$ cat src/rtl/pmos_pkg.sv
// Purpose: Shared constants for the power mode and oscillator supervisor
// Assumes: 125 MHz system clock
// Notes: Bit positions refer to the power control register
`default_nettype none
package pmos_pkg;
    localparam int unsigned CLK_FREQ_KHZ = 125000;
    localparam int unsigned STAB_TIME_US = 1000;
    localparam int unsigned STAB_CYCLES = (STAB_TIME_US * CLK_FREQ_KHZ) / 1000;
    localparam int unsigned STAB_CNT_W = 17;
    localparam int unsigned SLOW_DIV = 32;

    localparam int unsigned IDLE_ARM_BIT = 0;
    localparam int unsigned PD_ARM_BIT = 1;
    localparam int unsigned SLOW_BIT = 4;
    localparam int unsigned IDLE_GO_BIT = 5;
    localparam int unsigned PD_GO_BIT = 6;
    localparam logic [7:0] PWR_CTL_RESET = 8'h00;
    localparam logic [7:0] PWR_CTL_KEEP_MASK = 8'h8C;

    typedef enum logic [2:0] {
        PMOS_RESET = 3'h0,
        PMOS_STAB = 3'h1,
        PMOS_RUN = 3'h3,
        PMOS_IDLE = 3'h2,
        PMOS_PDOWN = 3'h6,
        PMOS_WAKE = 3'h7,
        PMOS_WSTAB = 3'h5
    } pmos_state_e;
endpackage : pmos_pkg
`default_nettype wire

$ cat src/rtl/pmos_slow_div.sv
// Purpose: Clock enable strobe, full rate or divided
// Assumes: Single clock domain, synchronous inputs
// Notes: Strobe is held low while run is low
`default_nettype none
module pmos_slow_div #(
    parameter int unsigned DIV = pmos_pkg::SLOW_DIV
) (
    input wire logic clk,
    input wire logic rst_n,
    input wire logic run,
    input wire logic slow,
    output logic tick
);
    localparam int unsigned CW = $clog2(DIV);
    localparam logic [CW-1:0] LAST = CW'(DIV - 1);

    logic [CW-1:0] cnt_q;
    logic [CW-1:0] cnt_d;
    logic tick_q;
    logic tick_d;
    logic wrap;

    assign wrap = (cnt_q == LAST);
    assign cnt_d = (!run || wrap) ? '0 : cnt_q + CW'(1);
    // Divided strobe keeps full functionality at 1/DIV rate
    assign tick_d = run && (!slow || wrap);
    assign tick = tick_q;

    always_ff @(posedge clk or negedge rst_n) begin
        if (!rst_n) begin
            cnt_q <= '0;
            tick_q <= 1'b0;
        end else begin
            cnt_q <= cnt_d;
            tick_q <= tick_d;
        end
    end
endmodule : pmos_slow_div
`default_nettype wire

$ cat src/rtl/pmos_supervisor.sv
// Purpose: Idle, power-down and slow-down control with oscillator supervision
// Assumes: Core presents full register value on each power control write
// Notes: Oscillator comparison arrives as a synchronous level
//
// What this block does
// - Reset sequence runs on RC clock before the main oscillator starts.
// - Power-on reset holds while main oscillator is slower than RC.
// - Low on either wake pin leaves power-down; resume on nominal clock.
// - Power-down stops both oscillators; release restarts both.
// - After wake, main faster than RC, wait 1 ms, then wake interrupt.
// - Idle keeps oscillator and peripheral clock, gates CPU clock.
// - Idle ends on enabled peripheral interrupt or hardware reset.
// - Power-down halts everything with oscillator off, state retained.
// - Power-down ends on hardware reset or low pulse on a wake pin.
// - Slow-down divides CPU and peripheral clock by 32.
// - Slow-down set by bit 10H, cleared by 0EFH mask or reset.
// - Slow-down division stays in force during idle.
// - Main slower than RC forces RC clock and reset in run, idle and reset states, 1 ms tail.
// - Watchdog timer halts during idle and power-down.
`default_nettype none
module pmos_supervisor #(
    parameter int unsigned STAB_CYCLES = pmos_pkg::STAB_CYCLES,
    parameter int unsigned CNT_W = pmos_pkg::STAB_CNT_W
) (
    input wire logic sys_clk,
    input wire logic reset_n,
    input wire logic pwr_wr_en,
    input wire logic [7:0] pwr_wr_data,
    input wire logic main_osc_faster,
    input wire logic periph_irq,
    input wire logic ext_irq0_wake_pin,
    input wire logic can_rx_wake_pin,
    output logic [7:0] power_control_reg,
    output logic cpu_reset,
    output logic clk_sel_rc,
    output logic main_osc_en,
    output logic rc_osc_en,
    output logic cpu_clk_en,
    output logic periph_clk_en,
    output logic pd_wake_irq,
    output logic wdt_halt
);
    localparam logic [CNT_W-1:0] STAB_LAST = CNT_W'(STAB_CYCLES - 1);

    logic rst_meta_q;
    logic rst_sync_q;
    logic rst_n;

    // Async assert, synchronous release through two stages
    always_ff @(posedge sys_clk or negedge reset_n) begin
        if (!reset_n) begin
            rst_meta_q <= 1'b0;
            rst_sync_q <= 1'b0;
        end else begin
            rst_meta_q <= 1'b1;
            rst_sync_q <= rst_meta_q;
        end
    end
    assign rst_n = rst_sync_q;

    // Plain storage bits plus the slow-down bit survive writes and power-down
    localparam logic [7:0] STORE_MASK = pmos_pkg::PWR_CTL_KEEP_MASK |
        (8'h01 << pmos_pkg::SLOW_BIT);

    pmos_pkg::pmos_state_e state_q;
    pmos_pkg::pmos_state_e state_d;
    logic [CNT_W-1:0] stab_cnt_q;
    logic [CNT_W-1:0] stab_cnt_d;
    logic [7:0] pcr_q;
    logic [7:0] pcr_d;
    logic [7:0] keep_d;
    logic cpu_reset_q;
    logic cpu_reset_d;
    logic clk_sel_rc_q;
    logic clk_sel_rc_d;
    logic main_osc_en_q;
    logic rc_osc_en_q;
    logic osc_en_d;
    logic cpu_clk_en_q;
    logic cpu_clk_en_d;
    logic periph_clk_en_q;
    logic periph_clk_en_d;
    logic pd_wake_irq_q;
    logic pd_wake_irq_d;
    logic wdt_halt_q;
    logic wdt_halt_d;
    logic wr_run;
    logic arm_ok;
    logic idle_enter;
    logic pd_enter;
    logic wake_low;
    logic counting;
    logic stab_done;
    logic tick;

    // Reset sequencing covers the RC phase and the stabilization tail
    function automatic logic is_reset(input pmos_pkg::pmos_state_e s);
        return (s == pmos_pkg::PMOS_RESET) || (s == pmos_pkg::PMOS_STAB);
    endfunction : is_reset

    function automatic logic cpu_runs(input pmos_pkg::pmos_state_e s);
        return (s == pmos_pkg::PMOS_RUN) || is_reset(s);
    endfunction : cpu_runs

    function automatic logic periph_runs(input pmos_pkg::pmos_state_e s);
        return cpu_runs(s) || (s == pmos_pkg::PMOS_IDLE);
    endfunction : periph_runs

    // Wake phases still count as power-down for the watchdog timer
    function automatic logic is_halted(input pmos_pkg::pmos_state_e s);
        return (s == pmos_pkg::PMOS_IDLE) || (s == pmos_pkg::PMOS_PDOWN) ||
            (s == pmos_pkg::PMOS_WAKE) || (s == pmos_pkg::PMOS_WSTAB);
    endfunction : is_halted

    // Writes only count while the core executes
    assign wr_run = pwr_wr_en && (state_q == pmos_pkg::PMOS_RUN);
    // Go bit needs the arm bit written on the cycle before
    assign idle_enter = wr_run && pwr_wr_data[pmos_pkg::IDLE_GO_BIT] &&
        pcr_q[pmos_pkg::IDLE_ARM_BIT];
    assign pd_enter = wr_run && pwr_wr_data[pmos_pkg::PD_GO_BIT] &&
        pcr_q[pmos_pkg::PD_ARM_BIT];
    assign arm_ok = wr_run && (state_d == pmos_pkg::PMOS_RUN);
    // Level wake, no edge detect, so no false wake after reset
    assign wake_low = !ext_irq0_wake_pin || !can_rx_wake_pin;

    assign counting = (state_q == pmos_pkg::PMOS_STAB) || (state_q == pmos_pkg::PMOS_WSTAB);
    assign stab_done = counting && (stab_cnt_q == STAB_LAST);
    assign stab_cnt_d = (counting && !stab_done) ? stab_cnt_q + CNT_W'(1) : '0;

    always_comb begin
        state_d = state_q;
        case (state_q)
            pmos_pkg::PMOS_RESET: begin
                // RC clock drives reset until main oscillator overtakes it
                if (main_osc_faster) begin
                    state_d = pmos_pkg::PMOS_STAB;
                end
            end
            pmos_pkg::PMOS_STAB: begin
                // Reset tail of the stabilization count, then restart at zero
                if (!main_osc_faster) begin
                    state_d = pmos_pkg::PMOS_RESET;
                end else if (stab_done) begin
                    state_d = pmos_pkg::PMOS_RUN;
                end
            end
            pmos_pkg::PMOS_RUN: begin
                if (!main_osc_faster) begin
                    state_d = pmos_pkg::PMOS_RESET;
                end else if (pd_enter) begin
                    state_d = pmos_pkg::PMOS_PDOWN;
                end else if (idle_enter) begin
                    state_d = pmos_pkg::PMOS_IDLE;
                end
            end
            pmos_pkg::PMOS_IDLE: begin
                if (!main_osc_faster) begin
                    state_d = pmos_pkg::PMOS_RESET;
                end else if (periph_irq) begin
                    state_d = pmos_pkg::PMOS_RUN;
                end
            end
            pmos_pkg::PMOS_PDOWN: begin
                // Oscillators are off, so the comparison is ignored here
                if (wake_low) begin
                    state_d = pmos_pkg::PMOS_WAKE;
                end
            end
            pmos_pkg::PMOS_WAKE: begin
                if (main_osc_faster) begin
                    state_d = pmos_pkg::PMOS_WSTAB;
                end
            end
            pmos_pkg::PMOS_WSTAB: begin
                // A drop during the tail restarts the wait rather than resetting
                if (!main_osc_faster) begin
                    state_d = pmos_pkg::PMOS_WAKE;
                end else if (stab_done) begin
                    state_d = pmos_pkg::PMOS_RUN;
                end
            end
            default: begin
                state_d = pmos_pkg::PMOS_RESET;
            end
        endcase
    end

    // Any reset state clears slow-down and pending requests
    assign keep_d = is_reset(state_d) ? pmos_pkg::PWR_CTL_RESET :
        (wr_run ? (pwr_wr_data & STORE_MASK) : (pcr_q & STORE_MASK));

    always_comb begin
        pcr_d = keep_d;
        pcr_d[pmos_pkg::IDLE_ARM_BIT] = arm_ok && pwr_wr_data[pmos_pkg::IDLE_ARM_BIT];
        pcr_d[pmos_pkg::PD_ARM_BIT] = arm_ok && pwr_wr_data[pmos_pkg::PD_ARM_BIT];
        pcr_d[pmos_pkg::IDLE_GO_BIT] = (state_d == pmos_pkg::PMOS_IDLE);
        pcr_d[pmos_pkg::PD_GO_BIT] = (state_d == pmos_pkg::PMOS_PDOWN);
    end

    assign cpu_reset_d = is_reset(state_d);
    assign clk_sel_rc_d = (state_d == pmos_pkg::PMOS_RESET) || (state_d == pmos_pkg::PMOS_WAKE);
    // Both oscillators share one enable
    assign osc_en_d = (state_d != pmos_pkg::PMOS_PDOWN);
    // Divided strobe gates CPU and peripherals alike, also in idle
    assign cpu_clk_en_d = tick && cpu_runs(state_d);
    assign periph_clk_en_d = tick && periph_runs(state_d);
    assign pd_wake_irq_d = (state_q == pmos_pkg::PMOS_WSTAB) && (state_d == pmos_pkg::PMOS_RUN);
    assign wdt_halt_d = is_halted(state_d);

    pmos_slow_div #(
        .DIV(pmos_pkg::SLOW_DIV)
    ) u_pmos_slow_div (
        .clk(sys_clk),
        .rst_n(rst_n),
        .run(main_osc_en_q),
        .slow(pcr_q[pmos_pkg::SLOW_BIT]),
        .tick(tick)
    );

    always_ff @(posedge sys_clk or negedge rst_n) begin
        if (!rst_n) begin
            state_q <= pmos_pkg::PMOS_RESET;
            stab_cnt_q <= '0;
            pcr_q <= pmos_pkg::PWR_CTL_RESET;
        end else begin
            state_q <= state_d;
            stab_cnt_q <= stab_cnt_d;
            pcr_q <= pcr_d;
        end
    end

    always_ff @(posedge sys_clk or negedge rst_n) begin
        if (!rst_n) begin
            cpu_reset_q <= 1'b1;
            clk_sel_rc_q <= 1'b1;
            main_osc_en_q <= 1'b1;
            rc_osc_en_q <= 1'b1;
        end else begin
            cpu_reset_q <= cpu_reset_d;
            clk_sel_rc_q <= clk_sel_rc_d;
            main_osc_en_q <= osc_en_d;
            rc_osc_en_q <= osc_en_d;
        end
    end

    always_ff @(posedge sys_clk or negedge rst_n) begin
        if (!rst_n) begin
            cpu_clk_en_q <= 1'b0;
            periph_clk_en_q <= 1'b0;
            pd_wake_irq_q <= 1'b0;
            wdt_halt_q <= 1'b0;
        end else begin
            cpu_clk_en_q <= cpu_clk_en_d;
            periph_clk_en_q <= periph_clk_en_d;
            pd_wake_irq_q <= pd_wake_irq_d;
            wdt_halt_q <= wdt_halt_d;
        end
    end

    assign power_control_reg = pcr_q;
    assign cpu_reset = cpu_reset_q;
    assign clk_sel_rc = clk_sel_rc_q;
    assign main_osc_en = main_osc_en_q;
    assign rc_osc_en = rc_osc_en_q;
    assign cpu_clk_en = cpu_clk_en_q;
    assign periph_clk_en = periph_clk_en_q;
    assign pd_wake_irq = pd_wake_irq_q;
    assign wdt_halt = wdt_halt_q;
endmodule : pmos_supervisor
`default_nettype wire
$ cat config.mk
export PLATFORM = sky130hd
export DESIGN_NAME = pmos_supervisor
export DESIGN_NICKNAME = d
export VERILOG_FILES = /design/src/rtl/pmos_pkg.sv /design/src/rtl/pmos_slow_div.sv /design/src/rtl/pmos_supervisor.sv
export SDC_FILE = /design/constraint.sdc
export NUM_CORES = 1
export LEC_CHECK = 0
export BUFFER_PORTS_ARGS = -buffer_cell sky130_fd_sc_hd__buf_2
export CELL_PAD_IN_SITES_DETAIL_PLACEMENT = 1
export CELL_PAD_IN_SITES_GLOBAL_PLACEMENT = 1
export CORE_MARGIN = 5
export CORE_UTILIZATION = 45
export CTS_CLUSTER_DIAMETER = 40
export DETAILED_ROUTE_END_ITERATION = 8
export HOLD_SLACK_MARGIN = 0.05
export PLACE_DENSITY_LB_ADDON = 0.1
export SETUP_SLACK_MARGIN = 0.5
export SLEW_MARGIN = 10
export SYNTH_ARGS = -nofsm -noshare
export SYNTH_HDL_FRONTEND = slang
export SYNTH_SLANG_ARGS = --single-unit
$ cat constraint.sdc
create_clock -name sys_clk -period 3 [get_ports sys_clk]
set_clock_uncertainty 0.15 [all_clocks]
set_input_delay 0.6 -clock sys_clk [delete_from_list [all_inputs] [get_ports sys_clk]]
set_output_delay 0.6 -clock sys_clk [all_outputs]
set_load 0.01 [all_outputs]
# Word level (Yosys, flattened, before mapping)
# Cells that the tools add are included.
dict set report word_totals {
  register_bits 43
  latchBits 0
  ram_bits 0
  romBits 0
  input_bits 15
  output_inout_bits 16
  mem_count 0
}
dict set report classes {
  add_sub_neg 2
  n_mul 0
  div 0
  order_cmp 0
  n_eq_ne 15
  shift 0
  n_mux 16
  n_bitwise 0
  n_reduce_logical 33
}
# op n
set ops {}
lappend ops {{two-way mux 3 bit} 11}
lappend ops {{one-hot mux 3 bit (7 select lines)} 1}
lappend ops {{equality test 3 bit (second input constant)} 6}
lappend ops {{adder 17 x 1 -> 17 bit (second input constant)} 1}
lappend ops {{equality test 17 bit (second input constant)} 1}
lappend ops {{two-way mux 17 bit} 1}
lappend ops {{two-way mux 8 bit} 2}
lappend ops {{logical AND 1 bit} 14}
lappend ops {{equality test 3 x 2 -> 1 bit (second input constant)} 4}
lappend ops {{logical OR 1 bit} 11}
lappend ops {{equality test 3 x 1 -> 1 bit (second input constant)} 2}
lappend ops {{zero test 3 bit} 2}
lappend ops {{adder 5 x 1 -> 5 bit (second input constant)} 1}
lappend ops {{equality test 5 bit (second input constant)} 1}
lappend ops {{zero test 1 bit} 5}
lappend ops {{two-way mux 5 bit} 1}
lappend ops {{!= test 3 bit (second input constant)} 1}
lappend ops {{nonzero test 2 bit} 1}

# Longest topological paths before layout
# Gate-level depths: netlist of run 1.
dict set report depth {
  ltp_word 13
  mapped_depth 7
}

# Hierarchy
# A second synthesis of run 1 with hierarchy kept.
dict set report hier_totals {
  cells_unflattened 179
  area_unflattened_um2 1984.4
}
# module n_inst cells_each area_per_inst_um2
set by_module_without_submodules {}
lappend by_module_without_submodules {pmos_supervisor 1 158 1721.7}
lappend by_module_without_submodules {pmos_slow_div 1 21 262.8}

# Worst setup path after synthesis of run 1
# OpenSTA, ideal clock, no wires.
dict set report synth_path {
  kind {reg2reg}
  start {reg stab_cnt_q[0]}
  end {reg cpu_clk_en_q, in the netlist cpu_clk_en}
  arrival_ns 1.498
  slack_ns 1.232
  stages_incl_launch_ff 7
  n_path_buf 0
  period_less_slack_ns 1.768
  cell_sequence {dfrtp_1 ha_1 and4bb_1 and4_4 o2111a_4 o21bai_4 and3_1}
}
dict set report synth_between {
  elab_chain_cells 9
}
# element line_no
set synth_lines {}
lappend synth_lines {{start, declared} pmos_supervisor.sv:67} ;# logic [CNT_W-1:0] stab_cnt_q;
lappend synth_lines {{start signal, assigned} pmos_supervisor.sv:227} ;# stab_cnt_q <= stab_cnt_d;
lappend synth_lines {{equality test 17 bit (*)} pmos_supervisor.sv:127} ;# assign stab_done = counting && (stab_cnt_q == STAB_LAST);
lappend synth_lines {{logical AND 1 bit (*)} pmos_supervisor.sv:127}
lappend synth_lines {{two-way mux 3 bit (*)} {pmos_supervisor.sv:143, pmos_supervisor.sv:178}}
lappend synth_lines {{two-way mux 3 bit, on equally long branches} {pmos_supervisor.sv:176, pmos_supervisor.sv:141}}
lappend synth_lines {{one-hot mux 3 bit (7 select lines) (*)} pmos_supervisor.sv:132} ;# case (state_q)
lappend synth_lines {{equality test 3 x 1 -> 1 bit or zero test 3 bit (tied branches)} pmos_supervisor.sv:98} ;# return (s == pmos_pkg::PMOS_RESET) || (s == pmos_pkg::PMOS_STAB);
lappend synth_lines {{logical OR 1 bit} pmos_supervisor.sv:98}
lappend synth_lines {{logical OR 1 bit (*)} pmos_supervisor.sv:102} ;# return (s == pmos_pkg::PMOS_RUN) || is_reset(s);
lappend synth_lines {{logical AND 1 bit (*)} pmos_supervisor.sv:205} ;# assign cpu_clk_en_d = tick && cpu_runs(state_d);
lappend synth_lines {{net cpu_clk_en_d} pmos_supervisor.sv:80} ;# logic cpu_clk_en_d;
lappend synth_lines {{end signal, assigned} pmos_supervisor.sv:253} ;# cpu_clk_en_q <= cpu_clk_en_d;
lappend synth_lines {{end, declared} pmos_supervisor.sv:79} ;# logic cpu_clk_en_q;
# The timed path passes the listed nets; every way through them passes the cells marked *.
# A chain may end at the register's enable or synchronous reset.

# Final worst setup path of run 1
dict set report layout_path {
  start {reg stab_cnt_q[0]}
  end {reg stab_cnt_q[5]}
}
dict set report layout_between {
  elab_chain_cells 5
}
# element line_no
set layout_lines {}
lappend layout_lines {{parallel branches: the longest is 4 deep, another holds adder 17 x 1 -> 17 bit} --}
lappend layout_lines {{two-way mux 17 bit (*)} pmos_supervisor.sv:128} ;# assign stab_cnt_d = (counting && !stab_done) ? stab_cnt_q + CNT_W'(1) : '0;
lappend layout_lines {{net stab_cnt_d[5]} pmos_supervisor.sv:68} ;# logic [CNT_W-1:0] stab_cnt_d;
# Mark *: on every way through the listed nets, which the timed path passes.

==> impl_metrics.env, run 1 <==
export IMPL_min_period_over_period_pct=65.70
export IMPL_status="finished, final reports clean"
export IMPL_ys_ff_latch=43
export IMPL_io_pins=31
export IMPL_post_drt_wl_per_cell_um=15.73
export IMPL_ys_async_sr_fraction_pct=100.0
export IMPL_cp_cell_sequence="ha_1 -> and4bb_1 -> and4_4 -> nand2_1 -> nand2_1 -> nor2_1"
export IMPL_maxSlewHeadroom_pct=41.25
export IMPL_synth_edf_count=0
export IMPL_routabilityCongestion=0.8124
export IMPL_tightest_slew_ns=0.8813
export IMPL_drc=0
export IMPL_largest_register_ffs=17
export IMPL_grt_max_degree=24
export IMPL_yosys_area_top_type_share_pct=51.98
export IMPL_cts_tree="done"
export IMPL_clk_pin_slew_ns=0.08
export IMPL_cts_inserted_buffers=5
export IMPL_synth_area_um2=1926
export IMPL_cp_arrival_ns=1.97
export IMPL_finalPower_w=0.001062
export IMPL_antenna_cells=0
export IMPL_yosys_warnings=0
export IMPL_htreeDepth=2
export IMPL_drv_slew=0
export IMPL_dr_pass1_iters=4
export IMPL_drv_cap=0
export IMPL_synth_ff_type="dfrtp_1"
export IMPL_die_height_um=75.42
export IMPL_yosys_area_top_type="dfrtp_1"
export IMPL_fin_crit_ns=1.971
export IMPL_p_leak_nw=1.068
export IMPL_fp_dieW_um=75.42
export IMPL_root_buffer="clkbuf_8"
export IMPL_synth_area_leaders="dfrtp_1 (52%), xor2_1 (5.9%), nor2_1 (4.9%)"
export IMPL_grt_pass1_wl_um=6865
export IMPL_grtUsageTotal_pct=15.95
export IMPL_grt_ovfl_total=0
export IMPL_row_count=23
export IMPL_wl_um=4043
export IMPL_hold_violations=0
export IMPL_synthToLayoutAreaGrowth_pct=15.85
export IMPL_cts_sinks=43
export IMPL_drive_gt1_share_pct=26.57
export IMPL_vias_per_cell=5.265
export IMPL_dp_slack_ns=1.005
export IMPL_max_stage_delay_ns=0.41
export IMPL_hold_path_class="reg -> reg"
export IMPL_cts_setup_buffers=0
export IMPL_cts_hold_buf=1
export IMPL_synth_seq_area_share_pct=56.08
export IMPL_port_buffer_count=30
export IMPL_antenna_found_initial=0
export IMPL_worst_slack_ns=1.029
export IMPL_fmax_mhz=507.3
export IMPL_fin_nets=224
export IMPL_ir_drop_v=0.0002857
export IMPL_vias=1353
export IMPL_p_per_area_nw_per_um2=476.2
export IMPL_crit_path_top_delay_cell="dfrtp_1"
export IMPL_worstPathRequired_ns=3.00
export IMPL_grt_pass1_vias=1477
export IMPL_cts_resized=0
export IMPL_syn_avg_cell_area_um2=11.20
export IMPL_crit_fanout=17
export IMPL_post_synth_top_count_cell="dfrtp_1"
export IMPL_syn_nets=190
export IMPL_syn_inst=172
export IMPL_clockBufferDepth=2
export IMPL_ant_nets=0
export IMPL_setup_viol=0
export IMPL_drtIter0Drc=70
export IMPL_tns_ns=0
export IMPL_clock_latency_ns=0.29
export IMPL_yosysUniqueCellTypes=40
export IMPL_path_class="reg -> reg"
export IMPL_die_area_um2=5687
export IMPL_fin_area_um2=2231
export IMPL_path_common_cell="nand2_1"
export IMPL_start_kind="flop"
export IMPL_netlist_top_cells_count="dfrtp_1 (40), nor2_1 (25), xor2_1 (13), nand2_1 (11), and3_1 (10)"
export IMPL_rsz0062_at_grt="false"
export IMPL_place_hpwl_um=3049
export IMPL_endpoint_kind="flop"
export IMPL_start_util_pct=47.12
export IMPL_coreArea_um2=4086
export IMPL_dpl_instance_area_um2=2115
cell usage in the layout (no fill, tap or decap), types with 2 or more instances in the layout:
| cell type | n |
|---|---|
| and3_1 | 10 |
| nand2b_1 | 2 |
| o21ai_2 | 3 |
| clkbuf_1 | 2 |
| buf_2 | 30 |
| a21oi_1 | 4 |
| xor2_1 | 13 |
| nand4_1 | 3 |
| nor2b_1 | 3 |
| clkbuf_8 | 5 |
| dfrtp_1 | 40 |
| nor2_1 | 25 |
| mux2i_1 | 4 |
| and4_1 | 2 |
| nor3_2 | 4 |
| inv_1 | 2 |
| dfstp_2 | 3 |
| xnor2_1 | 4 |
| nand3_1 | 9 |
| o21ai_0 | 3 |
| a21boi_0 | 2 |
| ha_1 | 3 |
| nand2_1 | 11 |
kinds of logic (layout without fill, tap and decap cells):
group                    Yosys count  after routing  share of synthesized area (%)
AO/OA/AOI/OAI                     19             19                          7.927
other                              1              1                         0.1947
XOR/XNOR                          17             17                          7.732
AND/OR/NAND/NOR                   76             76                          21.51
flip-flops                        43             43                          56.08
adder cells (fa/ha/maj)            3              3                          1.950
multiplexers                       4              4                          2.079
buffers and inverters              9             44                          2.534
routing by layer:
| metal | GRT usage, % | part of all wire, % | vias up |
|---|---|---|---|
| met4 | 5.243 | 1.1 | 0 |
| met2 | 29.15 | 52 | 26 |
| met5 | 0 | 0 | - |
| met3 | 3.166 | 5.7 | 4 |
| li1 | - | - | 650 |
| met1 | 18.63 | 41 | 673 |
critical path, delay by kind of cell (launching register included):
kind | cells | cell delay (ns)
adder cells (fa/ha/maj) | 1 | 0.24
flip-flops | 1 | 0.41
AND/OR/NAND/NOR | 5 | 1.02
report_power, final:
| part | total (W) | switching, W | internal [W] |
|---|---|---|---|
| logic | 0.0000330 | 0.0000183 | 0.0000148 |
| clock network | 0.000433 | 0.000184 | 0.000249 |
| registers | 0.000596 | 0.0000107 | 0.000586 |
| total | 0.00106 | 0.000213 | 0.000849 |
metrics by stage:
step / hold slack, ns / util, % / std cells
after floorplan: 0.1544 / - / 172
after global placement: 0.1857 / 51.75 / 248
after detailed placement: 0.1879 / 51.75 / 248
after CTS: 0.2071 / 54.59 / 257
after global routing: 0.2125 / 54.59 / 257
final: 0.2053 / 54.59 / 257
worst paths after layout:
path,from,endpoint,slack (ns),cells after the start
min in group asynchronous,rst_n,u_pmos_slow_div.cnt_q[2],0.22,0
worst min register to register,rst_meta_q,rst_n,0.21,0
worst max-delay path,stab_cnt_q[0],stab_cnt_q[5],1.03,6
worst max register to register,stab_cnt_q[0],stab_cnt_q[5],1.03,6
max in group asynchronous,rst_n,stab_cnt_q[9],1.70,1
worst min-delay path,rst_meta_q,rst_n,0.21,0
area by class of cell:
type                       instances  area (um^2)
tap                               50        62.56
clock buffer                       7        76.32
sequential                        43         1080
timing repair buffer              32        167.7
fill                             466         1856
clock inverter                     1        30.03
multi-input combinational        120        797.0
inverter                           4        17.52
Note: power is estimated with default switching activity, not from simulation.
==> inputs of run 2 (changes only) <==
--- a/config.mk
+++ b/config.mk
@@ -9,7 +9,7 @@
 export CELL_PAD_IN_SITES_DETAIL_PLACEMENT = 1
 export CELL_PAD_IN_SITES_GLOBAL_PLACEMENT = 1
 export CORE_MARGIN = 5
-export CORE_UTILIZATION = 45
+export CORE_UTILIZATION = 43
 export CTS_CLUSTER_DIAMETER = 40
 export DETAILED_ROUTE_END_ITERATION = 8
 export HOLD_SLACK_MARGIN = 0.05
==> constraint.sdc (replaced) <==
create_clock -name sys_clk -period 1.87 [get_ports sys_clk]
set_clock_uncertainty 0.15 [all_clocks]
set_input_delay 0.374 -clock sys_clk [delete_from_list [all_inputs] [get_ports sys_clk]]
set_output_delay 0.374 -clock sys_clk [all_outputs]
set_load 0.01 [all_outputs]
==> run 2 against run 1 <==
Against the previous run:
- worst hold slack worse by 0.13 ns
- final cell count rose by 8.9%
- flip-flop and latch count unchanged
- power increased by 52%
- sequential share of layout area is 6.4 points lower
- first-iteration DRC count down 67%
- global-route usage grew 0.40 points
- highest routed layer unchanged
- critical endpoint is now power_control_reg[1]
- critical path type unchanged
==> impl_metrics.env, run 2 (synthesis results as in run 1) <==
export IMPL_dp_cells=253
export IMPL_cp_arrival_ns=1.86
export IMPL_io_pins=31
export IMPL_cts_sinks=43
export IMPL_drv_cap=0
export IMPL_wl_um=4507
export IMPL_post_route_util_pct=59.25
export IMPL_dr_pass1_iters=4
export IMPL_cp_top_family="simple AND/OR/NAND/NOR gates"
export IMPL_worstPathRequired_ns=1.94
export IMPL_root_buffer="clkbuf_8"
export IMPL_setup_viol=0
export IMPL_drive_gt1_share_pct=45.61
export IMPL_pwr_share_seq_pct=59.2
export IMPL_status="finished, final reports clean"
export IMPL_hold_path_class="reg -> async"
export IMPL_post_drt_wl_per_cell_um=16.10
export IMPL_drv_slew=0
export IMPL_antenna_found_initial=0
export IMPL_row_count=24
export IMPL_start_util_pct=44.22
export IMPL_rsz0062_at_grt="true"
export IMPL_clock_latency_ns=0.30
export IMPL_path_class="reg -> reg"
export IMPL_htreeDepth=2
export IMPL_p_leak_nw=1.174
export IMPL_power_frac_comb_pct=5.0
export IMPL_routabilityCongestion=0.7673
export IMPL_ir_drop_v=0.0003342
export IMPL_grt_pass1_vias=1583
export IMPL_cell_internal_pwr_w=0.001242
export IMPL_hold_violations=0
export IMPL_synthToLayoutAreaGrowth_pct=33.98
export IMPL_cp_cell_sequence="ha_4 -> and4bb_1 -> and4_4 -> a21oi_4 -> nor2_4 -> inv_4 -> nor3_4"
export IMPL_fp_dieW_um=76.92
export IMPL_grt_pass1_wl_um=7638
export IMPL_grtUsageTotal_pct=16.35
export IMPL_p_per_area_nw_per_um2=626.2
export IMPL_tns_ns=0
export IMPL_clockBufferDepth=2
export IMPL_instances_no_fill=280
export IMPL_fill_cells=462
export IMPL_min_period_over_period_pct=95.67
export IMPL_vias=1447
export IMPL_port_buffer_count=30
export IMPL_endpoint_kind="flop"
export IMPL_crit_fanout=6
export IMPL_die_height_um=76.92
export IMPL_final_common_cell="dfrtp_1"
export IMPL_die_area_um2=5917
export IMPL_crit_path_top_delay_cell="dfrtp_1"
export IMPL_hold_ws_ns=0.07399
export IMPL_fin_nets=245
export IMPL_coreArea_um2=4354
export IMPL_clockPowerShare_pct=35.8
export IMPL_max_stage_delay_ns=0.41
export IMPL_start_kind="flop"
export IMPL_p_switching_w=0.0003737
export IMPL_drtIter0Drc=23
export IMPL_worst_path_buf_inv=1
export IMPL_cts_inserted_buffers=5
export IMPL_vias_per_cell=5.168
export IMPL_drc=0
export IMPL_cts_tree="done"
export IMPL_largest_register_ffs=17
export IMPL_clk_pin_slew_ns=0.08
export IMPL_fin_crit_ns=1.789
export IMPL_place_hpwl_um=3088
export IMPL_antenna_cells=0
export IMPL_grt_max_degree=24
export IMPL_finalPower_w=0.001616
export IMPL_ant_nets=0
export IMPL_fmax_mhz=559.0
export IMPL_final_cell_mix="dfrtp_1 (36), buf_2 (26), nor2_1 (21)"
export IMPL_grt_ovfl_total=0
export IMPL_p_sw_share_pct=23.13
## run 2: timing repair
item	CTS	global route
pin swaps	7	19
endpoints found under the setup margin	45	55
setup buffers	9	9
resized for setup	14	29
hold buffers	1	0
gates cloned	0	0
endpoints found under the hold margin	2	0
## run 2: worst paths after layout
check,cells after the start,start,endpoint,slack [ns]
min,0,rst_n,u_pmos_slow_div.cnt_q[4],0.07
max reg2reg,7,stab_cnt_q[1],power_control_reg[1],0.08
min in group sys_clk,3,pwr_wr_data[0],power_control_reg[0],0.19
max,7,stab_cnt_q[1],power_control_reg[1],0.08
max in group asynchronous,1,rst_n,clk_sel_rc,0.93
min reg2reg,0,rst_n,u_pmos_slow_div.cnt_q[4],0.07
## run 2: cell type report
| class | count | area [um^2] | area share, % |
|---|---|---|---|
| clock buffers | 6 | 72.57 | 2.813 |
| clock inverters | 2 | 12.51 | 0.4850 |
| inverters | 4 | 20.02 | 0.7759 |
| multi-input cells | 120 | 947.2 | 36.71 |
| flip-flops and latches | 43 | 1085 | 42.05 |
| well taps | 52 | 65.06 | 2.522 |
| repair buffers | 53 | 377.9 | 14.65 |
## run 2: power groups by stage
| stage | Clock [W] | Sequential (W) | Combinational (W) |
|---|---|---|---|
| after global placement | 0 | 0.000973 | 0.0000595 |
| after detailed placement | 0 | 0.000975 | 0.0000640 |
| after CTS | 0.000606 | 0.000958 | 0.0000736 |
| final | 0.000578 | 0.000957 | 0.0000808 |
| after global routing | 0.000658 | 0.000960 | 0.0000914 |
| after floorplan | 0 | 0.000978 | 0.0000236 |
## run 2: per-layer routing
metal	track usage, %	routed length [um]
met1	18.96	1943
met2	28.52	2323
met3	4.333	164
met4	6.294	75
met5	0	0
## run 2: metrics by stage
step	area (um^2)	setup WS, ns
after floorplan	1938	0.1434
after global placement	2161	0.1107
after detailed placement	2161	0.02078
after CTS	2396	0.08997
after global routing	2580	0.02113
final	2580	0.08102
